<file path="src/eeprom_port_consts.vh">
// constants for the dual mode serial eeprom port
// assumes a 25 MHz system clock; included by its bare name
`ifndef EEPROM_PORT_CONSTS_VH
`define EEPROM_PORT_CONSTS_VH

// clock and write cycle timing
`define CLK_PERIOD_NS    40
`define WRITE_TIME_NS    10000000
`define WRITE_CYCLES     18'd250000

// memory geometry
`define ADDR_W           7
`define DATA_W           8
`define PAGE_BITS        3

// transmit-only sequencing
`define INIT_PULSES      4'h9
`define BYTE_SLOTS       4'h9
`define LAST_DATA_SLOT   4'h8

// select byte layout
`define SEL_TYPE_HI      7
`define SEL_TYPE_LO      4
`define SEL_RW_BIT       0

// write buffer
`define WBUF_WIDTH       15
`define WBUF_DEPTH       32

`endif

</file>
<file path="src/dual_mode_eeprom_port.v">
// serial port logic of a 128 byte eeprom: transmit-only mode and i2c slave mode
// assumes pins sda/scl/transmit_only_clock are asynchronous, a cell array
// outside answers mem_rd_addr_o combinationally and accepts writes by handshake
`timescale 1ns/1ns
`default_nettype none
`include "eeprom_port_consts.vh"

// Summary of operation
// - select byte msb first: type in 7..4, 3..1 ignored, bit 0 read.
// - sequential read returns consecutive bytes for as long as master acks.
// - after power-up the port starts in transmit-only mode.
// - first nine transmit-only clock pulses synchronise; sda stays released.
// - tenth pulse rising edge drives msb of byte at address 00h.
// - each byte takes nine pulses: eight bits msb first, one spare slot.
// - while scl high, bytes stream out with address advance.
// - after last location the address wraps to 00h.
// - falling scl moves the port into i2c mode.
// - in i2c mode writes execute only while transmit-only clock is high.
// - slave only; acknowledges after select byte of eight bits.
// - each received write byte is acknowledged in the ninth bit time while the write buffer has room.
// - during power-on reset every operation is disabled.
// - start is sda falling while scl high, before every command.
// - outside a write cycle, watch for start and stay silent until one.
// - stop is sda rising while scl high and ends communication.
// - stop after a read returns to standby.
// - stop after a write starts the internal write cycle; here only if a data byte was stored, so not after an inhibited write.
// - transmitter releases sda after eight bits; receiver pulls low on ninth.
// - sda is open drain: pulled low or released only.
// - once in i2c mode, never back to transmit-only mode.
// - page write increments only the three low address bits.
// - inhibited writes still acknowledge data but leave memory unchanged.
// - select byte is not acknowledged during the write cycle.
module dual_mode_eeprom_port #(
   parameter [3:0]  DEVICE_TYPE  = 4'h5,   // arbitrary value
   parameter [17:0] WRITE_CYCLES = `WRITE_CYCLES
) (
   // clock and power-on reset
   input  wire                 mclk_i,
   input  wire                 rst_i,
   // serial pins
   input  wire                 scl_i,
   input  wire                 sda_i,
   output reg                  sda_o,
   output reg                  sda_oe_o,
   input  wire                 transmit_only_clock_i,
   // cell array read port
   output reg  [`ADDR_W-1:0]   mem_rd_addr_o,
   input  wire [`DATA_W-1:0]   mem_rd_data_i,
   // cell array write port
   output reg                  mem_wr_valid_o,
   input  wire                 mem_wr_ready_i,
   output reg  [`ADDR_W-1:0]   mem_wr_addr_o,
   output reg  [`DATA_W-1:0]   mem_wr_data_o,
   // status
   output reg                  i2c_mode_o,
   output reg                  write_busy_o
);

   localparam [2:0] ST_IDLE = 3'h0;
   localparam [2:0] ST_RX   = 3'h1;
   localparam [2:0] ST_ACK  = 3'h2;
   localparam [2:0] ST_TX   = 3'h3;
   localparam [2:0] ST_MACK = 3'h4;

   localparam [1:0] K_SEL  = 2'h0;
   localparam [1:0] K_ADDR = 2'h1;
   localparam [1:0] K_DATA = 2'h2;

   // pin synchronisers and edge history
   reg [2:0] scl_s;
   reg [2:0] sda_s;
   reg [2:0] toc_s;

   always @(posedge mclk_i) begin
      if (rst_i) begin
         scl_s <= 3'h7;
         sda_s <= 3'h7;
         toc_s <= 3'h0;
      end else begin
         scl_s <= {scl_s[1:0], scl_i};
         sda_s <= {sda_s[1:0], sda_i};
         toc_s <= {toc_s[1:0], transmit_only_clock_i};
      end
   end

   wire scl      = scl_s[1];
   wire sda      = sda_s[1];
   wire wr_en    = toc_s[1];
   wire scl_rise = scl_s[1] && !scl_s[2];
   wire scl_fall = !scl_s[1] && scl_s[2];
   wire toc_rise = toc_s[1] && !toc_s[2];
   wire start_ev = scl && scl_s[2] && !sda && sda_s[2];
   wire stop_ev  = scl && scl_s[2] && sda && !sda_s[2];

   function [`ADDR_W-1:0] page_inc;
      input [`ADDR_W-1:0] a;
      begin
         page_inc = {a[`ADDR_W-1:`PAGE_BITS], a[`PAGE_BITS-1:0] + 1'b1};
      end
   endfunction

   // protocol state
   reg [2:0]          state;
   reg [1:0]          kind;
   reg [3:0]          bitcnt;
   reg [7:0]          shreg;
   reg                rd_cmd;
   reg                wr_pending;
   reg [3:0]          init_cnt;
   reg [3:0]          slot;
   reg [17:0]         wtimer;
   reg                acking;

   // write buffer
   wire               buf_in_ready;
   wire               buf_out_valid;
   wire [`WBUF_WIDTH-1:0] buf_out_data;
   reg                buf_push;
   reg  [`WBUF_WIDTH-1:0] buf_in_data;
   wire               buf_pop = write_busy_o && (!mem_wr_valid_o || mem_wr_ready_i);

   wr_fifo #(
      .WIDTH (`WBUF_WIDTH),
      .DEPTH (`WBUF_DEPTH)
   ) u_wbuf (
      .mclk_i      (mclk_i),
      .rst_i       (rst_i),
      .in_valid_i  (buf_push),
      .in_ready_o  (buf_in_ready),
      .in_data_i   (buf_in_data),
      .out_valid_o (buf_out_valid),
      .out_ready_i (buf_pop),
      .out_data_o  (buf_out_data)
   );

   // write cycle: drain buffer to cells while the write time counts down
   always @(posedge mclk_i) begin
      if (rst_i) begin
         mem_wr_valid_o <= 1'b0;
         mem_wr_addr_o  <= {`ADDR_W{1'b0}};
         mem_wr_data_o  <= {`DATA_W{1'b0}};
      end else if (buf_pop && buf_out_valid) begin
         mem_wr_valid_o <= 1'b1;
         mem_wr_addr_o  <= buf_out_data[`WBUF_WIDTH-1:`DATA_W];
         mem_wr_data_o  <= buf_out_data[`DATA_W-1:0];
      end else if (mem_wr_ready_i) begin
         mem_wr_valid_o <= 1'b0;
      end
   end

   // main sequencer
   always @(posedge mclk_i) begin
      if (rst_i) begin
         i2c_mode_o    <= 1'b0;
         write_busy_o  <= 1'b0;
         sda_o         <= 1'b0;
         sda_oe_o      <= 1'b0;
         mem_rd_addr_o <= {`ADDR_W{1'b0}};
         state         <= ST_IDLE;
         kind          <= K_SEL;
         bitcnt        <= 4'h0;
         shreg         <= 8'h00;
         rd_cmd        <= 1'b0;
         wr_pending    <= 1'b0;
         init_cnt      <= 4'h0;
         slot          <= 4'h0;
         wtimer        <= 18'h00000;
         acking        <= 1'b0;
         buf_push      <= 1'b0;
         buf_in_data   <= {`WBUF_WIDTH{1'b0}};
      end else begin
         buf_push <= 1'b0;
         // only ever pull low or release
         sda_o    <= 1'b0;
         if (!i2c_mode_o) begin
            if (scl_fall) begin
               // mode flag is only ever set
               i2c_mode_o <= 1'b1;
               sda_oe_o   <= 1'b0;
            end else if (toc_rise && scl) begin
               if (init_cnt != `INIT_PULSES) begin
                  init_cnt <= init_cnt + 1'b1;
                  sda_oe_o <= 1'b0;
               // eight data slots then one spare
               end else if (slot == 4'h0) begin
                  // first byte shown is at the current address, 00h
                  sda_oe_o <= ~mem_rd_data_i[7];
                  shreg    <= {mem_rd_data_i[6:0], 1'b0};
                  // seven bit counter wraps to 00h
                  mem_rd_addr_o <= mem_rd_addr_o + 1'b1;
                  slot     <= 4'h1;
               end else if (slot == `LAST_DATA_SLOT) begin
                  sda_oe_o <= 1'b0;
                  slot     <= 4'h0;
               end else begin
                  sda_oe_o <= ~shreg[7];
                  shreg    <= {shreg[6:0], 1'b0};
                  slot     <= slot + 1'b1;
               end
            end
         end else if (write_busy_o) begin
            // bus ignored during the write cycle
            // so no select byte is acknowledged
            sda_oe_o <= 1'b0;
            state    <= ST_IDLE;
            if (wtimer != 18'h00000)
               wtimer <= wtimer - 1'b1;
            else if (!buf_out_valid && !mem_wr_valid_o)
               write_busy_o <= 1'b0;
         end else if (start_ev) begin
            // every transfer begins with the master's start
            sda_oe_o <= 1'b0;
            state    <= ST_RX;
            kind     <= K_SEL;
            bitcnt   <= 4'h0;
         end else if (stop_ev) begin
            sda_oe_o <= 1'b0;
            state    <= ST_IDLE;
            // stop after write data starts the cycle
            if (wr_pending) begin
               write_busy_o <= 1'b1;
               wtimer       <= WRITE_CYCLES;
               wr_pending   <= 1'b0;
            end
            // stop after a read is plain standby
         end else begin
            case (state)
               ST_IDLE: begin
                  sda_oe_o <= 1'b0;
               end
               ST_RX: begin
                  if (scl_rise && bitcnt != 4'h8) begin
                     shreg  <= {shreg[6:0], sda};
                     bitcnt <= bitcnt + 1'b1;
                  end else if (scl_fall && bitcnt == 4'h8) begin
                     acking <= 1'b1;
                     state  <= ST_ACK;
                     case (kind)
                        K_SEL: begin
                           if (shreg[`SEL_TYPE_HI:`SEL_TYPE_LO] == DEVICE_TYPE) begin
                              sda_oe_o <= 1'b1;
                              rd_cmd   <= shreg[`SEL_RW_BIT];
                           end else begin
                              acking <= 1'b0;
                              state  <= ST_IDLE;
                           end
                        end
                        K_ADDR: begin
                           // byte address loads the shared counter
                           sda_oe_o      <= 1'b1;
                           mem_rd_addr_o <= shreg[`ADDR_W-1:0];
                        end
                        default: begin
                           if (!wr_en) begin
                              sda_oe_o <= 1'b1;
                           end else if (buf_in_ready) begin
                              // store only while write enable high
                              sda_oe_o    <= 1'b1;
                              buf_push    <= 1'b1;
                              buf_in_data <= {mem_rd_addr_o, shreg};
                              wr_pending  <= 1'b1;
                           end else begin
                              acking <= 1'b0;
                              state  <= ST_IDLE;
                           end
                           // page wrap on the low address bits
                           mem_rd_addr_o <= page_inc(mem_rd_addr_o);
                        end
                     endcase
                  end
               end
               ST_ACK: begin
                  // ack held through the ninth clock
                  if (scl_fall && acking) begin
                     acking <= 1'b0;
                     bitcnt <= 4'h0;
                     if (kind == K_SEL && rd_cmd) begin
                        // first read byte from the current address
                        sda_oe_o      <= ~mem_rd_data_i[7];
                        shreg         <= {mem_rd_data_i[6:0], 1'b0};
                        mem_rd_addr_o <= mem_rd_addr_o + 1'b1;
                        state         <= ST_TX;
                     end else begin
                        sda_oe_o <= 1'b0;
                        kind     <= (kind == K_SEL) ? K_ADDR : K_DATA;
                        state    <= ST_RX;
                     end
                  end
               end
               ST_TX: begin
                  if (scl_rise) begin
                     bitcnt <= bitcnt + 1'b1;
                  end else if (scl_fall) begin
                     if (bitcnt == 4'h8) begin
                        sda_oe_o <= 1'b0;
                        state    <= ST_MACK;
                     end else begin
                        sda_oe_o <= ~shreg[7];
                        shreg    <= {shreg[6:0], 1'b0};
                     end
                  end
               end
               ST_MACK: begin
                  if (scl_rise) begin
                     // master ack sampled in ninth slot
                     if (sda)
                        state <= ST_IDLE;
                     else
                        bitcnt <= 4'h0;
                  end else if (scl_fall && bitcnt == 4'h0) begin
                     sda_oe_o      <= ~mem_rd_data_i[7];
                     shreg         <= {mem_rd_data_i[6:0], 1'b0};
                     mem_rd_addr_o <= mem_rd_addr_o + 1'b1;
                     state         <= ST_TX;
                  end
               end
               default: begin
                  sda_oe_o <= 1'b0;
                  state    <= ST_IDLE;
               end
            endcase
         end
      end
   end

endmodule // dual_mode_eeprom_port

`default_nettype wire

</file>
<file path="src/wr_fifo.v">
// flip-flop fifo with valid/ready on both sides
// single clock, synchronous active high reset
`timescale 1ns/1ns
`default_nettype none

module wr_fifo #(
   parameter WIDTH = 15,
   parameter DEPTH = 32
) (
   // clock and reset
   input  wire             mclk_i,
   input  wire             rst_i,
   // fill side
   input  wire             in_valid_i,
   output wire             in_ready_o,
   input  wire [WIDTH-1:0] in_data_i,
   // drain side
   output wire             out_valid_o,
   input  wire             out_ready_i,
   output wire [WIDTH-1:0] out_data_o
);

   function integer clog2;
      input integer v;
      integer n;
      begin
         n = 0;
         while ((1 << n) < v)
            n = n + 1;
         clog2 = (n < 1) ? 1 : n;
      end
   endfunction

   localparam AW = clog2(DEPTH);

   reg [WIDTH-1:0] store [0:DEPTH-1];
   reg [AW-1:0]    wr_ptr;
   reg [AW-1:0]    rd_ptr;
   reg [AW:0]      count;

   wire push = in_valid_i && in_ready_o;
   wire pop  = out_valid_o && out_ready_i;

   assign in_ready_o  = (count != DEPTH[AW:0]);
   assign out_valid_o = (count != {(AW+1){1'b0}});
   assign out_data_o  = store[rd_ptr];

   always @(posedge mclk_i) begin
      if (push)
         store[wr_ptr] <= in_data_i;
   end

   always @(posedge mclk_i) begin
      if (rst_i) begin
         wr_ptr <= {AW{1'b0}};
         rd_ptr <= {AW{1'b0}};
         count  <= {(AW+1){1'b0}};
      end else begin
         if (push)
            wr_ptr <= (wr_ptr == DEPTH[AW-1:0] - 1'b1) ? {AW{1'b0}} : wr_ptr + 1'b1;
         if (pop)
            rd_ptr <= (rd_ptr == DEPTH[AW-1:0] - 1'b1) ? {AW{1'b0}} : rd_ptr + 1'b1;
         if (push && !pop)
            count <= count + 1'b1;
         else if (pop && !push)
            count <= count - 1'b1;
      end
   end

endmodule // wr_fifo

`default_nettype wire

</file>
<file path="config.mk">
export PLATFORM = sky130hd
export DESIGN_NAME = dual_mode_eeprom_port
export DESIGN_NICKNAME = d
export VERILOG_FILES = /design/src/dual_mode_eeprom_port.v /design/src/wr_fifo.v
export VERILOG_INCLUDE_DIRS = /design/src
export SDC_FILE = /design/constraint.sdc
export NUM_CORES = 1
export LEC_CHECK = 0
export ABC_CLOCK_PERIOD_IN_PS = 7700
export BUFFER_PORTS_ARGS = -buffer_cell sky130_fd_sc_hd__clkbuf_2
export CAP_MARGIN = 30
export CORE_MARGIN = 2
export CORE_UTILIZATION = 67
export CTS_CLUSTER_DIAMETER = 80
export DETAILED_ROUTE_END_ITERATION = 8
export GPL_TIMING_DRIVEN = 0
export PLACE_DENSITY = 0.95
export SYNTH_ARGS = -nofsm -noshare
export SYNTH_HDL_FRONTEND = slang
export SYNTH_SLANG_ARGS = --single-unit
</file>
<file path="constraint.sdc">
create_clock -name mclk_i -period 7.7 [get_ports mclk_i]
set_clock_uncertainty 0.05 [all_clocks]
set_input_delay 1.155 -clock mclk_i [delete_from_list [all_inputs] [get_ports mclk_i]]
set_output_delay 1.155 -clock mclk_i [all_outputs]
set_load 0.01 [all_outputs]
</file>
## After elaboration in Yosys (flattened, before gate mapping)

Memories as Yosys holds them, arrays and structs flattened. A register that Yosys moved wholly into a read port is not among the register bits.
Index checks and enable logic that the tools add are counted.

| cells by class | value |
|---|---|
| add/sub/neg operators | 10 |
| eq/ne operators | 65 |
| multiplexer cells | 126 |
| bitwise logic cells | 13 |
| reduce and logical (&&, ||, !) cells | 67 |

Operators by type and width:

| cell | number |
|---|---|
| 2-to-1 mux 8 bit | 17 |
| 2-to-1 mux 7 bit | 14 |
| 2-to-1 mux 18 bit | 5 |
| != test 6 bit (second input constant) | 10 |
| != test 3 bit (second input constant) | 17 |
| 2-to-1 mux 1 bit | 45 |
| 2-to-1 mux 3 bit | 12 |
| 2-to-1 mux 4 bit | 9 |
| one-hot mux 8 bit (4 select lines) | 1 |
| AND reduction 16 bit | 2 |
| != test 5 bit (second input constant) | 6 |
| AND reduction 10 bit | 3 |
| AND reduction 9 bit | 3 |
| nonzero test 2 bit | 13 |
| != test 2 bit (second input constant) | 12 |
| one-hot mux 7 bit (3 select lines) | 1 |
| logical AND 1 bit | 20 |
| 2-to-1 mux 2 bit | 10 |
| nonzero test 18 bit | 1 |
| subtractor 18 x 1 -> 18 bit (second input constant) | 1 |
| one-hot mux 4 bit (4 select lines) | 1 |
| one-hot mux 3 bit (5 select lines) | 1 |
| AND reduction 15 bit | 1 |
| != test 7 bit (second input constant) | 2 |
| 39 further kinds | 74 |

| word-level totals | value |
|---|---|
| bits in registers | 98 |
| memory bits (writable) | 480 |
| input bits | 14 |
| output and inout port bits | 27 |
| word-level logic and storage cells | 306 |
| memories | 1 |

Memory list:

| name | depth | width | rd ports | clocked after Yosys merged registers in | write ports | line | RTL |
|---|---|---|---|---|---|---|---|
| u_wbuf.store | 32 | 15 | 1 | 1 | 1 | wr_fifo.v:36 | `reg [WIDTH-1:0] store [0:DEPTH-1];` |

## Longest topological paths before layout

| depth | value |
|---|---|
| depth after elaboration | 11 |
| mapped depth | 14 |
| depth with buffers taken out | 13 |

## Hierarchy

Synthesis repeated with hierarchy kept, for this count alone.

| unflattened totals | value |
|---|---|
| cells, all modules | 1587 |
| area total of the unflattened synthesis | 24410.9 um^2 |

Modules (own cells, without submodules):

| module | times used | cells an instance | area each (um^2) | seq. area each (um^2) |
|---|---|---|---|---|
| wr_fifo | 1 | 1015 | 19620.1 | 14834.2 |
| dual_mode_eeprom_port | 1 | 572 | 4790.8 | 1941.9 |

## Least setup slack after synthesis

OpenSTA, ideal clock, no wires.

| timing path | value |
|---|---|
| kind | input -> register |
| from | in mem_wr_ready_i |
| to | reg u_wbuf.count[5] |
| setup time | 124 ps |
| data arrival time | 3124 ps |
| data required time | 7526 ps |
| slack | 4402 ps |
| stages | 13 |
| buffers on the path | 1 |
| cell sequence | nand2b_1 -> and3_1 -> clkbuf_1 -> clkinv_1 -> ha_1 -> inv_1 -> ha_1 -> a21oi_1 -> nand2_1 -> a21o_1 -> nand2_1 -> a22oi_1 -> nand3b_1 |

| on the way | value |
|---|---|
| cells in the longest elaborated chain, start to end | 6 |
| elaborated cells between the ends (all ways) | 8 |
| those cells by class | 1 x mux; 7 x reduce/logical |

RTL lines:

| what | line | RTL |
|---|---|---|
| start, declared | dual_mode_eeprom_port.v:51 | `input wire mem_wr_ready_i,` |
| logical OR 1 bit * | dual_mode_eeprom_port.v:120 | `wire buf_pop = write_busy_o && (!mem_wr_valid_o \|\| mem_wr_ready_i);` |
| logical AND 1 bit * | dual_mode_eeprom_port.v:120 |  |
| logical AND 1 bit * | wr_fifo.v:42 | `wire pop = out_valid_o && out_ready_i;` |
| logical NOT 1 bit | wr_fifo.v:63 | `if (push && !pop)` |
| logical AND 1 bit | wr_fifo.v:63 |  |
| 2-to-1 mux 6 bit / nonzero test 2 bit (equally long branches) | n/a |  |
| end signal, assigned | wr_fifo.v:57 | `count <= {(AW+1){1'b0}};` |
| end signal, assigned | wr_fifo.v:64 | `count <= count + 1'b1;` |
| end signal, assigned | wr_fifo.v:66 | `count <= count - 1'b1;` |
| end, declared | wr_fifo.v:39 | `reg [AW:0] count;` |

Every way passes the cells marked *; elsewhere a longest branch is shown, timed or not.
A chain may end at the register's enable or synchronous reset.

==> results.cfg <==
[power]
powerDensity_mw_per_mm2 = 233.9
power_mw = 6.397
sw_frac_of_total = 0.2032
power.leakage_nw = 8.864
vdd_drop_max_mv = 0.2969
comb_power_share = 0.009
p_clk_frac = 0.455
seq_power_share = 0.536
netSwitchingPower_mw = 1.300
p_int_mw = 5.097

[global_route]
track_usage = 0.3803
grt.overflow.total = 0
grt_pass1_wl_mm = 102.4
grt_max_degree = 34
busiest_layer = met2
grt_pass1_vias = 14890
grt_use_met2 = 0.6083
antenna_found_initial = 1
grtUsageMet1 = 0.4954
grt_util_met3 = 0.08438

[clock_tree]
htreeDepth = 2
cts_buffer_depth = 3
cts_sinks = 593
clk_pin_slew_ns = 0.07
ctsHoldBuffers = 0
cts_resized = 0
cts_buffers = 55
cts_root_buffer = clkbuf_16
cts_tree = done
clk_latency_ns = 0.66
cts_post_setup_buffers_inserted = 0

[min_path]
hp-class = flip-flop to flip-flop

[die]
row_count = 69
core_area_mm2 = 0.03548
ios = 41
initial_core_util = 0.6781
die_h_um = 193.5
dieArea_mm2 = 0.03744
die_w_um = 193.5

[synth]
synth-seq-cells = 593
synth_seq_area_share = 0.6931
synthTopCellsByArea = edfxtp_1 60%, mux4_2 14%, dfxtp_1 9.4%
synth_top_area_frac = 0.5991
ys_async_sr_fraction = 0
synthCells = 1419
synth.distinct_cells = 71
synth_ff_type = edfxtp_1
synth_enable_flop_cells = 480
yosysWarnings = 0
synth_commonest_cells = 480 x edfxtp_1, 150 x mux4_2, 113 x dfxtp_1, 100 x nor2_1, 79 x a21oi_1
synthesis.nets = 1456
synth_most_common_cell = edfxtp_1
avgSynthCellArea_um2 = 16.96
yosysTopAreaCell = edfxtp_1
synth_area_mm2 = 0.02406

[worst_setup_path]
start_kind = flip-flop
worstPathArrival_ns = 4.54
worstPathRequired_ns = 8.15
critPathMaxFanout = 10
worstSetupEndpointType = flip-flop
worstSetupPathType = flip-flop to flip-flop

[timing]
setup_ws_ns = 3.607
finalSetupTns_ns = 0
finalSetupViolCount = 0
max_clock_freq_ghz = 0.2443
period_needed_ns = 4.093
hold_violations = 0
relSlewSlack = 0.2615
grt_setup_unrepaired = false
drv_slew = 0
fin_crit_sh = 0.5315
worst_pin_slew_ns = 1.104

[placement]
numPortBuffers = 38
pre_cts_ws_ns = 3.724
placed_cells = 1961
dpl.hpwl_mm = 43.93
routabilityCongestion = 0.9113
placed_cell_area_mm2 = 0.02537

[layout]
drive_gt1_frac = 0.2346
nNetsFinal = 1600
stdcell_count = 2068
insertedDiodeCount = 0
syn2layout_area_growth_pct = 13.67
fin_area_mm2 = 0.02735

[drt]
vias = 15360
avgViaCountPerCell = 7.429
routedWlPerCell_um = 33.97
post-route-drc-count = 9
drt_wl_total_mm = 70.26
ant_nets = 0
drt-pass1-iter-count = 9
drt_iter0_drc = 2475

[status]
status = finished with violations
violations = design-rule violations

[run]
maxCapViolations = 0
==> registers in the layout, indices dropped and copies added, names as in the netlist, 2 cells and up <==
| register | flops |
|---|---|
| u_wbuf.wr_ptr | 5 |
| u_wbuf.count | 6 |
| u_wbuf.store | 480 |
| toc_s | 3 |
| u_wbuf.rd_ptr | 5 |
| scl_s | 3 |
| slot | 4 |
| mem_wr_data_o | 8 |
| shreg | 8 |
| bitcnt | 4 |
| init_cnt | 4 |
| state | 3 |
| mem_rd_addr_o | 7 |
| wtimer | 18 |
| mem_wr_addr_o | 7 |
| buf_in_data | 15 |
| kind | 2 |
| sda_s | 3 |
==> critical path, cell delays in order (launching register included) <==
cell and delay, ns:
dfxtp_1 0.39, clkbuf_1 0.32, clkbuf_1 0.58, clkbuf_1 0.73, mux4_2 0.44, mux4_2 0.54
mux2i_1 0.71, a21oi_1 0.18
==> cells by family after synthesis <==
kind of cell	share of synthesized area
buffers and inverters	0.01752
and+or+nand+nor	0.06812
xor gates and xnor gates	0.01056
AOI/OAI and AO/OA	0.04275
DFF	0.6931
muxes	0.1555
other	0.0001559
adders and majority gates	0.01227
==> per-layer routing <==
layer | routed length [µm] | part of all wire
met1 | 22690 | 0.32
met2 | 33440 | 0.48
met3 | 9043 | 0.13
met4 | 5075 | 0.072
met5 | 13 | 0.00019
==> stage by stage <==
step / utilization / hold WS (ns)
3_5_place_dp: 0.7149 / 0.3452
6_report: 0.7708 / 0.3568
4_1_cts: 0.7683 / 0.3597
3_3_place_gp: 0.6997 / 0.3418
5_1_grt: 0.7708 / 0.3783
2_1_floorplan: - / 0.3395
==> power groups by stage <==
stage	Sequential, mW	Clock [mW]	Combinational [mW]
after floorplan	3.49	0	0.0392
after global placement	3.50	0	0.0569
after detailed placement	3.50	0	0.0585
after CTS	3.43	2.89	0.0592
after global routing	3.43	2.99	0.0655
final	3.43	2.91	0.0608
==> cell usage in the layout, fill, tap and decap left out, types with 36 or more instances in the layout <==
cell,instances
nand2_1,64
dfxtp_1,113
edfxtp_1,480
o21ai_0,36
a21oi_1,79
clkbuf_16,55
nor2_1,96
mux4_2,150
clkbuf_1,54
clkbuf_2,38
==> path summary, 6_finish.rpt <==
| path | from | end | slack [ns] | depth (start not counted) |
|---|---|---|---|---|
| worst min register to register | sda_s[0] | sda_s[1] | 0.36 | 1 |
| worst min-delay path | sda_s[0] | sda_s[1] | 0.36 | 1 |
| worst max-delay path | u_wbuf.rd_ptr[1] | mem_wr_addr_o[6] | 3.61 | 7 |
| worst max register to register | u_wbuf.rd_ptr[1] | mem_wr_addr_o[6] | 3.61 | 7 |
==> final cells by class <==
type                    instances  area (µm²)
well taps                     461       576.8
flip-flops and latches        593       16680
repair buffers                 87       807.0
clock inverters                31       386.6
clock buffers                  70        1508
multi-input cells             723        6973
plain buffers                  78       327.8
inverters                      25       93.84
fillers                      1716        8134
No activity file was read; power rests on OpenSTA's default activity.
